**config.mk**
```make
export PLATFORM = sky130hd
export DESIGN_NAME = radio_spi_access_port
export DESIGN_NICKNAME = d
export VERILOG_FILES = /design/src/spi_port_pkg.sv /design/src/radio_spi_access_port.sv
export SDC_FILE = /design/constraint.sdc
export NUM_CORES = 1
export LEC_CHECK = 0
export BUFFER_PORTS_ARGS = -buffer_cell sky130_fd_sc_hd__buf_4
export CORE_MARGIN = 4
export CORE_UTILIZATION = 41
export CTS_CLUSTER_DIAMETER = 150
export DETAILED_ROUTE_END_ITERATION = 16
export PLACE_DENSITY_LB_ADDON = 0.08
export RECOVER_POWER = 25
export SLEW_MARGIN = 5
export SYNTH_ARGS = -nofsm -noshare
export SYNTH_HDL_FRONTEND = slang
export SYNTH_SLANG_ARGS = --single-unit
```
**constraint.sdc**
```tcl
create_clock -name clk -period 18.4 [get_ports clk]
set_input_delay 2.76 -clock clk [delete_from_list [all_inputs] [get_ports clk]]
set_output_delay 2.76 -clock clk [all_outputs]
set_load 0.05 [all_outputs]
```
**src/spi_port_pkg.sv**
```systemverilog
/*
  shared constants and types of the serial access port: address map,
  strobe codes, radio state codes, port state record and its reset value.
  assumes nothing of its surroundings.
*/
package spi_port_pkg;
  // address map of the serial space
  localparam logic [5:0] CFG_LAST = 6'h2e;
  localparam logic [5:0] STAT_FIRST = 6'h30;
  localparam logic [5:0] STAT_LAST = 6'h3d;
  localparam logic [5:0] FIFO_ADDR = 6'h3f;
  localparam int CFG_NUM = 47;
  localparam int STAT_NUM = 14;
  localparam int FIFO_DEPTH = 64;
  localparam logic [7:0] CFG_RST = 8'h00;
  localparam logic [3:0] AVAIL_MAX = 4'hf;
  // strobe codes inside the strobe range (plain defaults)
  localparam logic [5:0] S_CHIP_RESET = 6'h30;
  localparam logic [5:0] S_OSC_OFF = 6'h32;
  localparam logic [5:0] S_GO_IDLE = 6'h36;
  localparam logic [5:0] S_POWER_DOWN = 6'h39;
  localparam logic [5:0] S_FLUSH_RX = 6'h3a;
  // radio state codes as seen in the status byte
  localparam logic [2:0] RS_IDLE = 3'h0;
  localparam logic [2:0] RS_RX_OVERFLOW = 3'h6;

  typedef enum logic [3:0] {
    PH_HDR = 4'b0001,
    PH_WR = 4'b0010,
    PH_RD = 4'b0100,
    PH_SKIP = 4'b1000
  } phase_t;

  typedef struct packed {
    logic [2:0] sclk_sync;
    logic [2:0] cs_sync;
    logic [2:0] si_sync;
    logic sclk_st;
    logic cs_n_st;
    logic [2:0] bit_cnt;
    logic [7:0] rx_sh;
    logic [7:0] tx_sh;
    logic tx_load;
    logic [7:0] tx_next;
    phase_t ph;
    logic [5:0] acc_addr;
    logic acc_burst;
    logic acc_rw;
    logic [CFG_NUM-1:0][7:0] cfg;
    logic discard;
    logic pend_valid;
    logic [5:0] pend_code;
    logic strobe_p;
    logic [5:0] strobe_code;
    logic pop_p;
    logic flush_p;
    logic sleep_q;
    logic so;
    logic so_oe;
  } port_state_t;

  localparam port_state_t PORT_RST = '{
    cs_sync: 3'h7, cs_n_st: 1'b1, ph: PH_HDR, default: '0};
endpackage : spi_port_pkg

```
**src/radio_spi_access_port.sv**
```systemverilog
/*
  serial slave access port of a receiver: configuration registers,
  status register reads, command strobes and receive fifo reads.
  assumes the serial pins come from another clock domain and are
  oversampled by clk; the fifo offers its head byte on fifo_rd_data
  and removes it on fifo_pop; radio_state and fifo_count are on clk.
*/
`timescale 1ns/1ps
`default_nettype none

// Notes on behaviour
// - each transaction opens with header: read flag, burst flag, six-bit address
// - every byte shifts most significant bit first, both directions
// - chip select rising mid-byte abandons that byte unapplied
// - configuration registers occupy addresses 0x00 to 0x2E
// - configuration registers are written or read as the read flag selects
// - writes return the status byte during header and every data byte
// - reads return status during the header, register contents afterwards
// - burst loads an address counter that advances every eight clocks
// - addresses 0x30 to 0x3D: burst means status read, else strobe
// - status registers are read only, one at a time, never burst
// - a strobe is a lone header with burst clear, starting a sequence
// - after go-idle, other strobes are dropped until the radio is idle
// - strobes act at once, power-down and oscillator-off at chip select rise
// - the receive fifo is read at address 0x3F with read flag set
// - header 0xBF reads one fifo byte, then a new header follows
// - header 0xFF reads fifo bytes until chip select rises
// - fifo flush honoured only in idle or overflow; sleep entry flushes
// - shared output is serial output whenever chip select is low
// - status byte low four bits give bytes available in the fifo, saturating at 15
module radio_spi_access_port (
  // clock and reset
  input wire logic clk,
  input wire logic rst_n,
  // serial pins
  input wire logic sclk,
  input wire logic chip_select_pin_n,
  input wire logic si,
  output logic shared_status_output,
  output logic shared_status_oe,
  // alternate use of the shared output while deselected
  input wire logic status_out_en,
  input wire logic status_out_val,
  // radio status
  input wire logic chip_rdy_n,
  input wire logic [2:0] radio_state_readback,
  input wire logic radio_sleep,
  input wire logic [spi_port_pkg::STAT_NUM*8-1:0] status_regs,
  // receive fifo
  input wire logic [7:0] fifo_rd_data,
  input wire logic [6:0] rx_byte_count_status,
  output logic fifo_pop,
  output logic fifo_flush,
  // strobes and configuration
  output logic strobe_pulse,
  output logic [5:0] strobe_code,
  output logic [spi_port_pkg::CFG_NUM*8-1:0] cfg_regs
);
  import spi_port_pkg::*;

  port_state_t q;
  port_state_t n;
  logic rst_s1_ff;
  logic rst_ff;

  // derived events on the filtered pins
  wire logic sclk_ok = q.sclk_sync[1] == q.sclk_sync[2];
  wire logic cs_ok = q.cs_sync[1] == q.cs_sync[2];
  wire logic sclk_rise = sclk_ok && q.sclk_sync[2] && !q.sclk_st;
  wire logic sclk_fall = sclk_ok && !q.sclk_sync[2] && q.sclk_st;
  wire logic cs_fall = cs_ok && !q.cs_sync[2] && q.cs_n_st;
  wire logic cs_rise = cs_ok && q.cs_sync[2] && !q.cs_n_st;
  wire logic byte_done = !q.cs_n_st && !cs_rise && sclk_rise && q.bit_cnt == 3'd7;
  wire logic [7:0] rx_byte = {q.rx_sh[6:0], q.si_sync[2]};
  wire logic idle_now = radio_state_readback == RS_IDLE;
  wire logic flush_ok = idle_now || radio_state_readback == RS_RX_OVERFLOW;
  wire logic sleep_rise = radio_sleep && !q.sleep_q;
  wire logic [3:0] avail = (rx_byte_count_status > 7'(AVAIL_MAX)) ? AVAIL_MAX :
                           rx_byte_count_status[3:0];
  wire logic [7:0] status_byte = {chip_rdy_n, radio_state_readback, avail};
  wire logic [5:0] hdr_addr = rx_byte[5:0];
  wire logic [5:0] next_addr = q.acc_addr + 6'd1;

  // read back of a configuration register, zero above address 0x2E
  function automatic logic [7:0] cfg_at(input port_state_t s, input logic [5:0] a);
    cfg_at = (a <= CFG_LAST) ? s.cfg[a] : 8'h00;
  endfunction : cfg_at

  // reset release through two flip-flops
  always_ff @(posedge clk or negedge rst_n) begin
    if (!rst_n) begin
      rst_s1_ff <= 1'b0;
      rst_ff <= 1'b0;
    end else begin
      rst_s1_ff <= 1'b1;
      rst_ff <= rst_s1_ff;
    end
  end

  // next state of the whole port
  always_comb begin
    n = q;
    n.sclk_sync = {q.sclk_sync[1:0], sclk};
    n.cs_sync = {q.cs_sync[1:0], chip_select_pin_n};
    n.si_sync = {q.si_sync[1:0], si};
    n.strobe_p = 1'b0;
    n.pop_p = 1'b0;
    n.flush_p = 1'b0;
    n.sleep_q = radio_sleep;
    if (sclk_ok) begin
      n.sclk_st = q.sclk_sync[2];
    end
    if (cs_ok) begin
      n.cs_n_st = q.cs_sync[2];
    end
    if (sleep_rise) begin
      n.flush_p = 1'b1;
    end
    if (idle_now) begin
      n.discard = 1'b0; // cleared first so a new go-idle below wins
    end
    if (cs_fall) begin
      n.ph = PH_HDR;
      n.bit_cnt = 3'd0;
      n.tx_sh = status_byte;
      n.tx_load = 1'b0;
    end else if (cs_rise) begin
      n.ph = PH_HDR;
      n.bit_cnt = 3'd0;
      n.tx_load = 1'b0;
      if (q.pend_valid) begin
        n.pend_valid = 1'b0;
        if (!q.discard) begin
          n.strobe_p = 1'b1;
          n.strobe_code = q.pend_code;
        end
      end
    end else if (!q.cs_n_st && sclk_rise) begin
      n.rx_sh = rx_byte;
      n.bit_cnt = q.bit_cnt + 3'd1;
      if (byte_done) begin
        n.tx_load = 1'b1;
        n.tx_next = status_byte;
        case (q.ph)
          PH_HDR: begin
            n.acc_rw = rx_byte[7];
            n.acc_burst = rx_byte[6];
            n.acc_addr = hdr_addr;
            if (hdr_addr <= CFG_LAST) begin
              n.ph = rx_byte[7] ? PH_RD : PH_WR;
              if (rx_byte[7]) begin
                n.tx_next = q.cfg[hdr_addr];
              end
            end else if (hdr_addr >= STAT_FIRST && hdr_addr <= STAT_LAST) begin
              if (rx_byte[6]) begin
                n.ph = rx_byte[7] ? PH_RD : PH_SKIP;
                if (rx_byte[7]) begin
                  n.tx_next = status_regs[hdr_addr[3:0]*8 +: 8]; // writes keep the status byte
                end
              end else begin
                n.ph = PH_HDR;
                if (!q.discard || hdr_addr == S_GO_IDLE) begin
                  case (hdr_addr)
                    S_GO_IDLE: begin
                      n.discard = 1'b1;
                      n.strobe_p = 1'b1;
                      n.strobe_code = hdr_addr;
                    end
                    S_POWER_DOWN, S_OSC_OFF: begin
                      n.pend_valid = 1'b1;
                      n.pend_code = hdr_addr;
                    end
                    S_FLUSH_RX: begin
                      n.flush_p = n.flush_p | flush_ok;
                    end
                    default: begin
                      n.strobe_p = 1'b1;
                      n.strobe_code = hdr_addr;
                    end
                  endcase
                end
              end
            end else if (hdr_addr == FIFO_ADDR && rx_byte[7]) begin
              n.ph = PH_RD;
              n.pop_p = 1'b1;
              n.tx_next = fifo_rd_data;
            end else begin
              n.ph = PH_SKIP;
            end
          end
          PH_WR: begin
            if (q.acc_addr <= CFG_LAST) begin
              n.cfg[q.acc_addr] = rx_byte;
            end
            if (q.acc_burst) begin
              n.acc_addr = next_addr;
            end else begin
              n.ph = PH_HDR;
            end
          end
          PH_RD: begin
            if (q.acc_addr == FIFO_ADDR && q.acc_burst) begin
              n.pop_p = 1'b1;
              n.tx_next = fifo_rd_data;
            end else if (q.acc_burst && q.acc_addr < STAT_FIRST) begin
              n.acc_addr = next_addr;
              n.tx_next = cfg_at(q, next_addr);
            end else begin
              n.ph = PH_HDR;
            end
          end
          PH_SKIP: begin
            n.ph = q.acc_burst ? PH_SKIP : PH_HDR;
          end
          default: begin
            n.ph = PH_HDR;
          end
        endcase
      end
    end else if (!q.cs_n_st && sclk_fall) begin
      n.tx_sh = q.tx_load ? q.tx_next : {q.tx_sh[6:0], 1'b0};
      n.tx_load = 1'b0;
    end
    // shared pin: serial output while selected, else status use
    if (!q.cs_n_st) begin
      n.so = n.tx_sh[7];
      n.so_oe = 1'b1;
    end else begin
      n.so = status_out_val;
      n.so_oe = status_out_en;
    end
  end

  // the single state register
  always_ff @(posedge clk or negedge rst_ff) begin
    if (!rst_ff) begin
      q <= PORT_RST;
    end else begin
      q <= n;
    end
  end

  // outputs straight from the state register
  assign shared_status_output = q.so;
  assign shared_status_oe = q.so_oe;
  assign fifo_pop = q.pop_p;
  assign fifo_flush = q.flush_p;
  assign strobe_pulse = q.strobe_p;
  assign strobe_code = q.strobe_code;
  assign cfg_regs = q.cfg;
endmodule : radio_spi_access_port

`default_nettype wire

```
==> out/metrics.sh <==
OUTCOME='complete, but fails checks'
FAILING_CHECKS='max-capacitance violations, max-slew violations'
DIEWIDTH_UM=270
N_FILL_CELL=6232
PATH_DEPTH=1
HTREE_LEVELS=2
MULTI_INPUT_AREA_UM2=13400
FMAX_GHz=0.187
CRIT_PATH_TOP_DELAY_CELL='sky130_fd_sc_hd__clkbuf_1'
SHARE_OF_LAYOUT_CELLS_ABOVE_DRIVE_STRENGTH_1_PCT=54.7
YOSYS_MOST_USED_DFF='sky130_fd_sc_hd__dfrtp_1'
CRITPATHLAUNCHTYPE='flip-flop'
TIMING.CRITICAL_PATH.CELLS='clkbuf_1'
CLOCK_POWER_SHARE_PCT=42.6
YS_FF_LATCH=447
NETLIST_AREA_UM2=28200
CRITICAL_PATH.ENDPOINT_TYPE='asynchronous set/reset pin'
LEAKAGE_uW=0.0151
SWITCHING_SHARE_PCT=31.3
PLACE_CONGESTION=0.952
FINAL-SEQ-AREA_UM2=11200
CRITICAL_PATH_CLASS='flip-flop to asynchronous set/reset pin'
POSTSYNTH.ASYNCRESETSHARE_PCT=100
GR-TOTAL-OVERFLOW=0
INITIAL_ANTENNA_VIOLATION_COUNT=2
FP.DIEAREA_UM2=73100
CTS.SINK_COUNT=447
DPL_WORST_SLACK_NS=13.31
MIN_PERIOD_OVER_PERIOD_PCT=29.0
MAXSLEWVIOLCOUNT=208
POST_ROUTE_DRC=0
GRT_PASS1_VIAS=20509
TIMING.HOLD.WORST.START='n[440]$_DFF_PN0_'
MAX_CAP_VIOLATION_COUNT=4
CP_TOP_FAMILY='buffers and inverters'
FINAL_SETUP_VIOLATION_COUNT=0
NETLIST_INSTANCES=2288
CRITICAL_PATH.MAX_FANOUT=68
SEQ_AREA_FRAC_SYNTH_PCT=39.7
WORST-R2R-CELL-COUNT=1
CRITPATHMAXSTAGEDELAY_NS=2.68
CTS_SETUP_BUFFERS=0
DETAILED_PLACE_HPWL_UM=81200
FINALNONFILLERCELLS=3283
WL_UM=112000
WORST_PIN_SLEW_NS=3.67
CTS.REPAIR.RESIZED=0
CLK_LATENCY_NS=0.62
INITIAL_UTIL_PCT=41.7
UNREPAIRED_SETUP_ENDPOINTS_AFTER_GLOBAL_ROUTING='false'
CRITICAL_PATH_ARRIVAL_NS=5.22
TIMING.RR.START='rst_ff$_DFF_PN0_'
CTS-ROOT-TO-SINK-BUFFERS=3
DETAIL_ROUTE.FIRST_PASS.ITERATIONS=7
DRTANTENNAVIOLNETS=0
FINALWORSTPATHREQUIREDPERIOD_NS=5.34
NUMCTSBUFFERS=54
GRT_PASS1_WL_UM=160000
DETAILROUTE.VIA_COUNT=20077
CRIT_START='rst_ff$_DFF_PN0_'
SYNTH_CELL_TYPES=80
SETUP_TNS_FINAL_NS=0
TIMING_HOLD_VIOLATIONS_FINAL=0
DETAIL_ROUTE.VIAS_PER_CELL=6.12
NUM_IO_PINS=526
POWER.DENSITY_CELL_AREA_nW_PER_UM2=83.8
FINAL_CORE_UTIL_PCT=47.1
FINAL_NET_COUNT=2509
GROUTE.USAGE.OVERALL_PCT=29.8
CHIPHEIGHT_UM=270
COMBPWRFRAC_PCT=17.2
NUMBER_OF_CELLS_AFTER_DETAILED_PLACEMENT=3178
P_SW_uW=836
PLACE.PORT_BUFFERS=525
DESIGN.CORE.AREA_UM2=67800
WORST_SLACK_NS=13.06
SYNTH_AREA_PER_CELL_UM2=12.3
WORSTPATHBUFFERINVERTERCOUNT=1
REGTOREGSETUPSLACK_NS=13.06
DRT_FIRST_ITER_VIOLATIONS=1928
ROWS=95
CTS_HOLD_REPAIR.BUFFERS=0
CP.REQUIRED_NS=18.28
YS.WARNINGS.COUNT=0
LAYOUT-AREA-OVERHEAD-VS-SYNTH_PCT=13.0
SLEW-LIMIT-HEADROOM_PCT=-145
IRDROPWORSTVDD_mV=0.0736
SYNTH_EDF_COUNT=0
CTS_ROOT_BUFFER='sky130_fd_sc_hd__clkbuf_16'
HP-CLASS='flip-flop to flip-flop'
PATH_CLK_SLEW_NS=0.06
LARGEST_NET_DEGREE_AT_THE_START_OF_GLOBAL_ROUTING=175
CTS_TREE='yes'
INTERNAL_POWER_uW=1840
SYNTHESIS.NETS=2436
FIN_SKEW_NS=0.0248
P_SEQ_SHARE_PCT=40.2
ROUTEDWLPERCELL_UM=34.2
-- stage by stage --
| step | instance area [um2] | power (uW) | hold WS [ns] |
|---|---|---|---|
| after CTS | 31900 | 2690 | 0.354 |
| after global routing | 31900 | 2760 | 0.361 |
| final | 31900 | 2670 | 0.352 |
| after detailed placement | 30000 | 1550 | 0.340 |
| after floorplan | 28200 | 1330 | 0.331 |
| after global placement | 30000 | 1540 | 0.335 |
-- power by group through the flow --
stage                     clock [uW]  sequential [uW]  combinational [uW]
after floorplan                    0             1040                 287
after global placement             0             1090                 451
after detailed placement           0             1090                 455
after CTS                       1160             1080                 456
after global routing            1200             1080                 482
final                           1140             1070                 459
-- cell usage after synthesis, types with 8 or more instances --
library cell | count | area [um2]
sky130_fd_sc_hd__nor3_1 | 27 | 135
sky130_fd_sc_hd__mux2i_1 | 59 | 591
sky130_fd_sc_hd__buf_2 | 41 | 205
sky130_fd_sc_hd__xnor2_1 | 8 | 70.1
sky130_fd_sc_hd__o2111ai_1 | 9 | 78.8
sky130_fd_sc_hd__nand2b_1 | 12 | 75.1
sky130_fd_sc_hd__nand2_1 | 116 | 435
sky130_fd_sc_hd__clkbuf_1 | 94 | 353
sky130_fd_sc_hd__mux2_2 | 413 | 4650
sky130_fd_sc_hd__or3_1 | 10 | 62.6
sky130_fd_sc_hd__dfrtp_1 | 442 | 11100
sky130_fd_sc_hd__a22o_1 | 12 | 105
sky130_fd_sc_hd__ha_1 | 9 | 113
sky130_fd_sc_hd__nor2b_1 | 13 | 81.3
sky130_fd_sc_hd__mux4_2 | 194 | 4370
sky130_fd_sc_hd__a221oi_1 | 15 | 131
sky130_fd_sc_hd__buf_1 | 12 | 45.0
sky130_fd_sc_hd__inv_1 | 18 | 67.6
sky130_fd_sc_hd__o221ai_1 | 13 | 114
sky130_fd_sc_hd__o21ai_0 | 60 | 300
sky130_fd_sc_hd__nand3_1 | 18 | 90.1
sky130_fd_sc_hd__a21oi_1 | 25 | 125
sky130_fd_sc_hd__buf_4 | 392 | 2940
sky130_fd_sc_hd__o211ai_1 | 11 | 82.6
sky130_fd_sc_hd__a211oi_1 | 13 | 97.6
sky130_fd_sc_hd__and3_1 | 14 | 87.6
sky130_fd_sc_hd__o22ai_1 | 22 | 138
sky130_fd_sc_hd__nor2_2 | 28 | 175
sky130_fd_sc_hd__nor2_1 | 52 | 195
-- layout by cell type, fill, tap and decap left out, drive strengths merged, types with 5 or more instances in the layout --
cell / synthesis / final
buf: 449 / 556
dfrtp: 442 / 442
mux2: 413 / 413
mux4: 194 / 194
nand2: 118 / 118
clkbuf: 94 / 84
nor2: 83 / 83
o21ai: 61 / 61
mux2i: 59 / 59
nor3: 27 / 27
a21oi: 25 / 25
o22ai: 22 / 22
inv: 18 / 20
nand3: 19 / 19
a221oi: 16 / 16
and3: 14 / 14
a211oi: 13 / 13
o221ai: 13 / 13
nor2b: 13 / 13
nand2b: 12 / 12
a22o: 12 / 12
o211ai: 12 / 12
clkinv: 1 / 12
or3: 10 / 10
o2111ai: 9 / 9
ha: 9 / 9
and2: 9 / 9
xnor2: 8 / 8
nand4: 7 / 7
o2bb2ai: 7 / 7
a22oi: 7 / 7
o31ai: 6 / 6
a211o: 6 / 6
a21o: 6 / 6
bufinv: 0 / 6
diode: 0 / 5
a31oi: 5 / 5
or2: 5 / 5
dfstp: 5 / 5
-- worst min path at each step --
stage	to	slack, ns	cells after the start
after floorplan	hdr_addr[0]$_DFF_PN0_	0.33	0
after global placement	n[440]$_DFF_PN0_	0.34	0
after detailed placement	hdr_addr[0]$_DFF_PN0_	0.34	0
after CTS	hdr_addr[0]$_DFF_PN0_	0.35	0
after global routing	n[440]$_DFF_PN0_	0.36	0
final	hdr_addr[0]$_DFF_PN0_	0.35	0
-- metal layers --
metal | part of all wire, % | GRT usage (%) | vias up
li1 | - | - | 8291
met5 | 0 | 0 | -
met4 | 3.1 | 8.97 | 0
met2 | 49 | 49.8 | 836
met1 | 41 | 39.8 | 10792
met3 | 6.7 | 5.68 | 158
-- kinds of logic after synthesis --
family	synth area share [%]
multiplexers	34.1
adder cells (fa/ha/maj)	0.399
AND/OR/NAND/NOR	6.26
flip-flops	39.7
XOR/XNOR	0.310
buffers and inverters	13.0
other	0.0133
AO/OA/AOI/OAI	6.34
-- cell type report --
class / instances / area share, %
Antenna cell: 5 / 0.0392
Sequential cell: 447 / 35.2
Inverter: 19 / 0.224
Tap cell: 873 / 3.42
Clock buffer: 80 / 5.05
Timing Repair Buffer: 560 / 13.3
Multi-Input combinational cell: 1279 / 42.0
Clock inverter: 20 / 0.863
(Power assumes the default switching activity.)
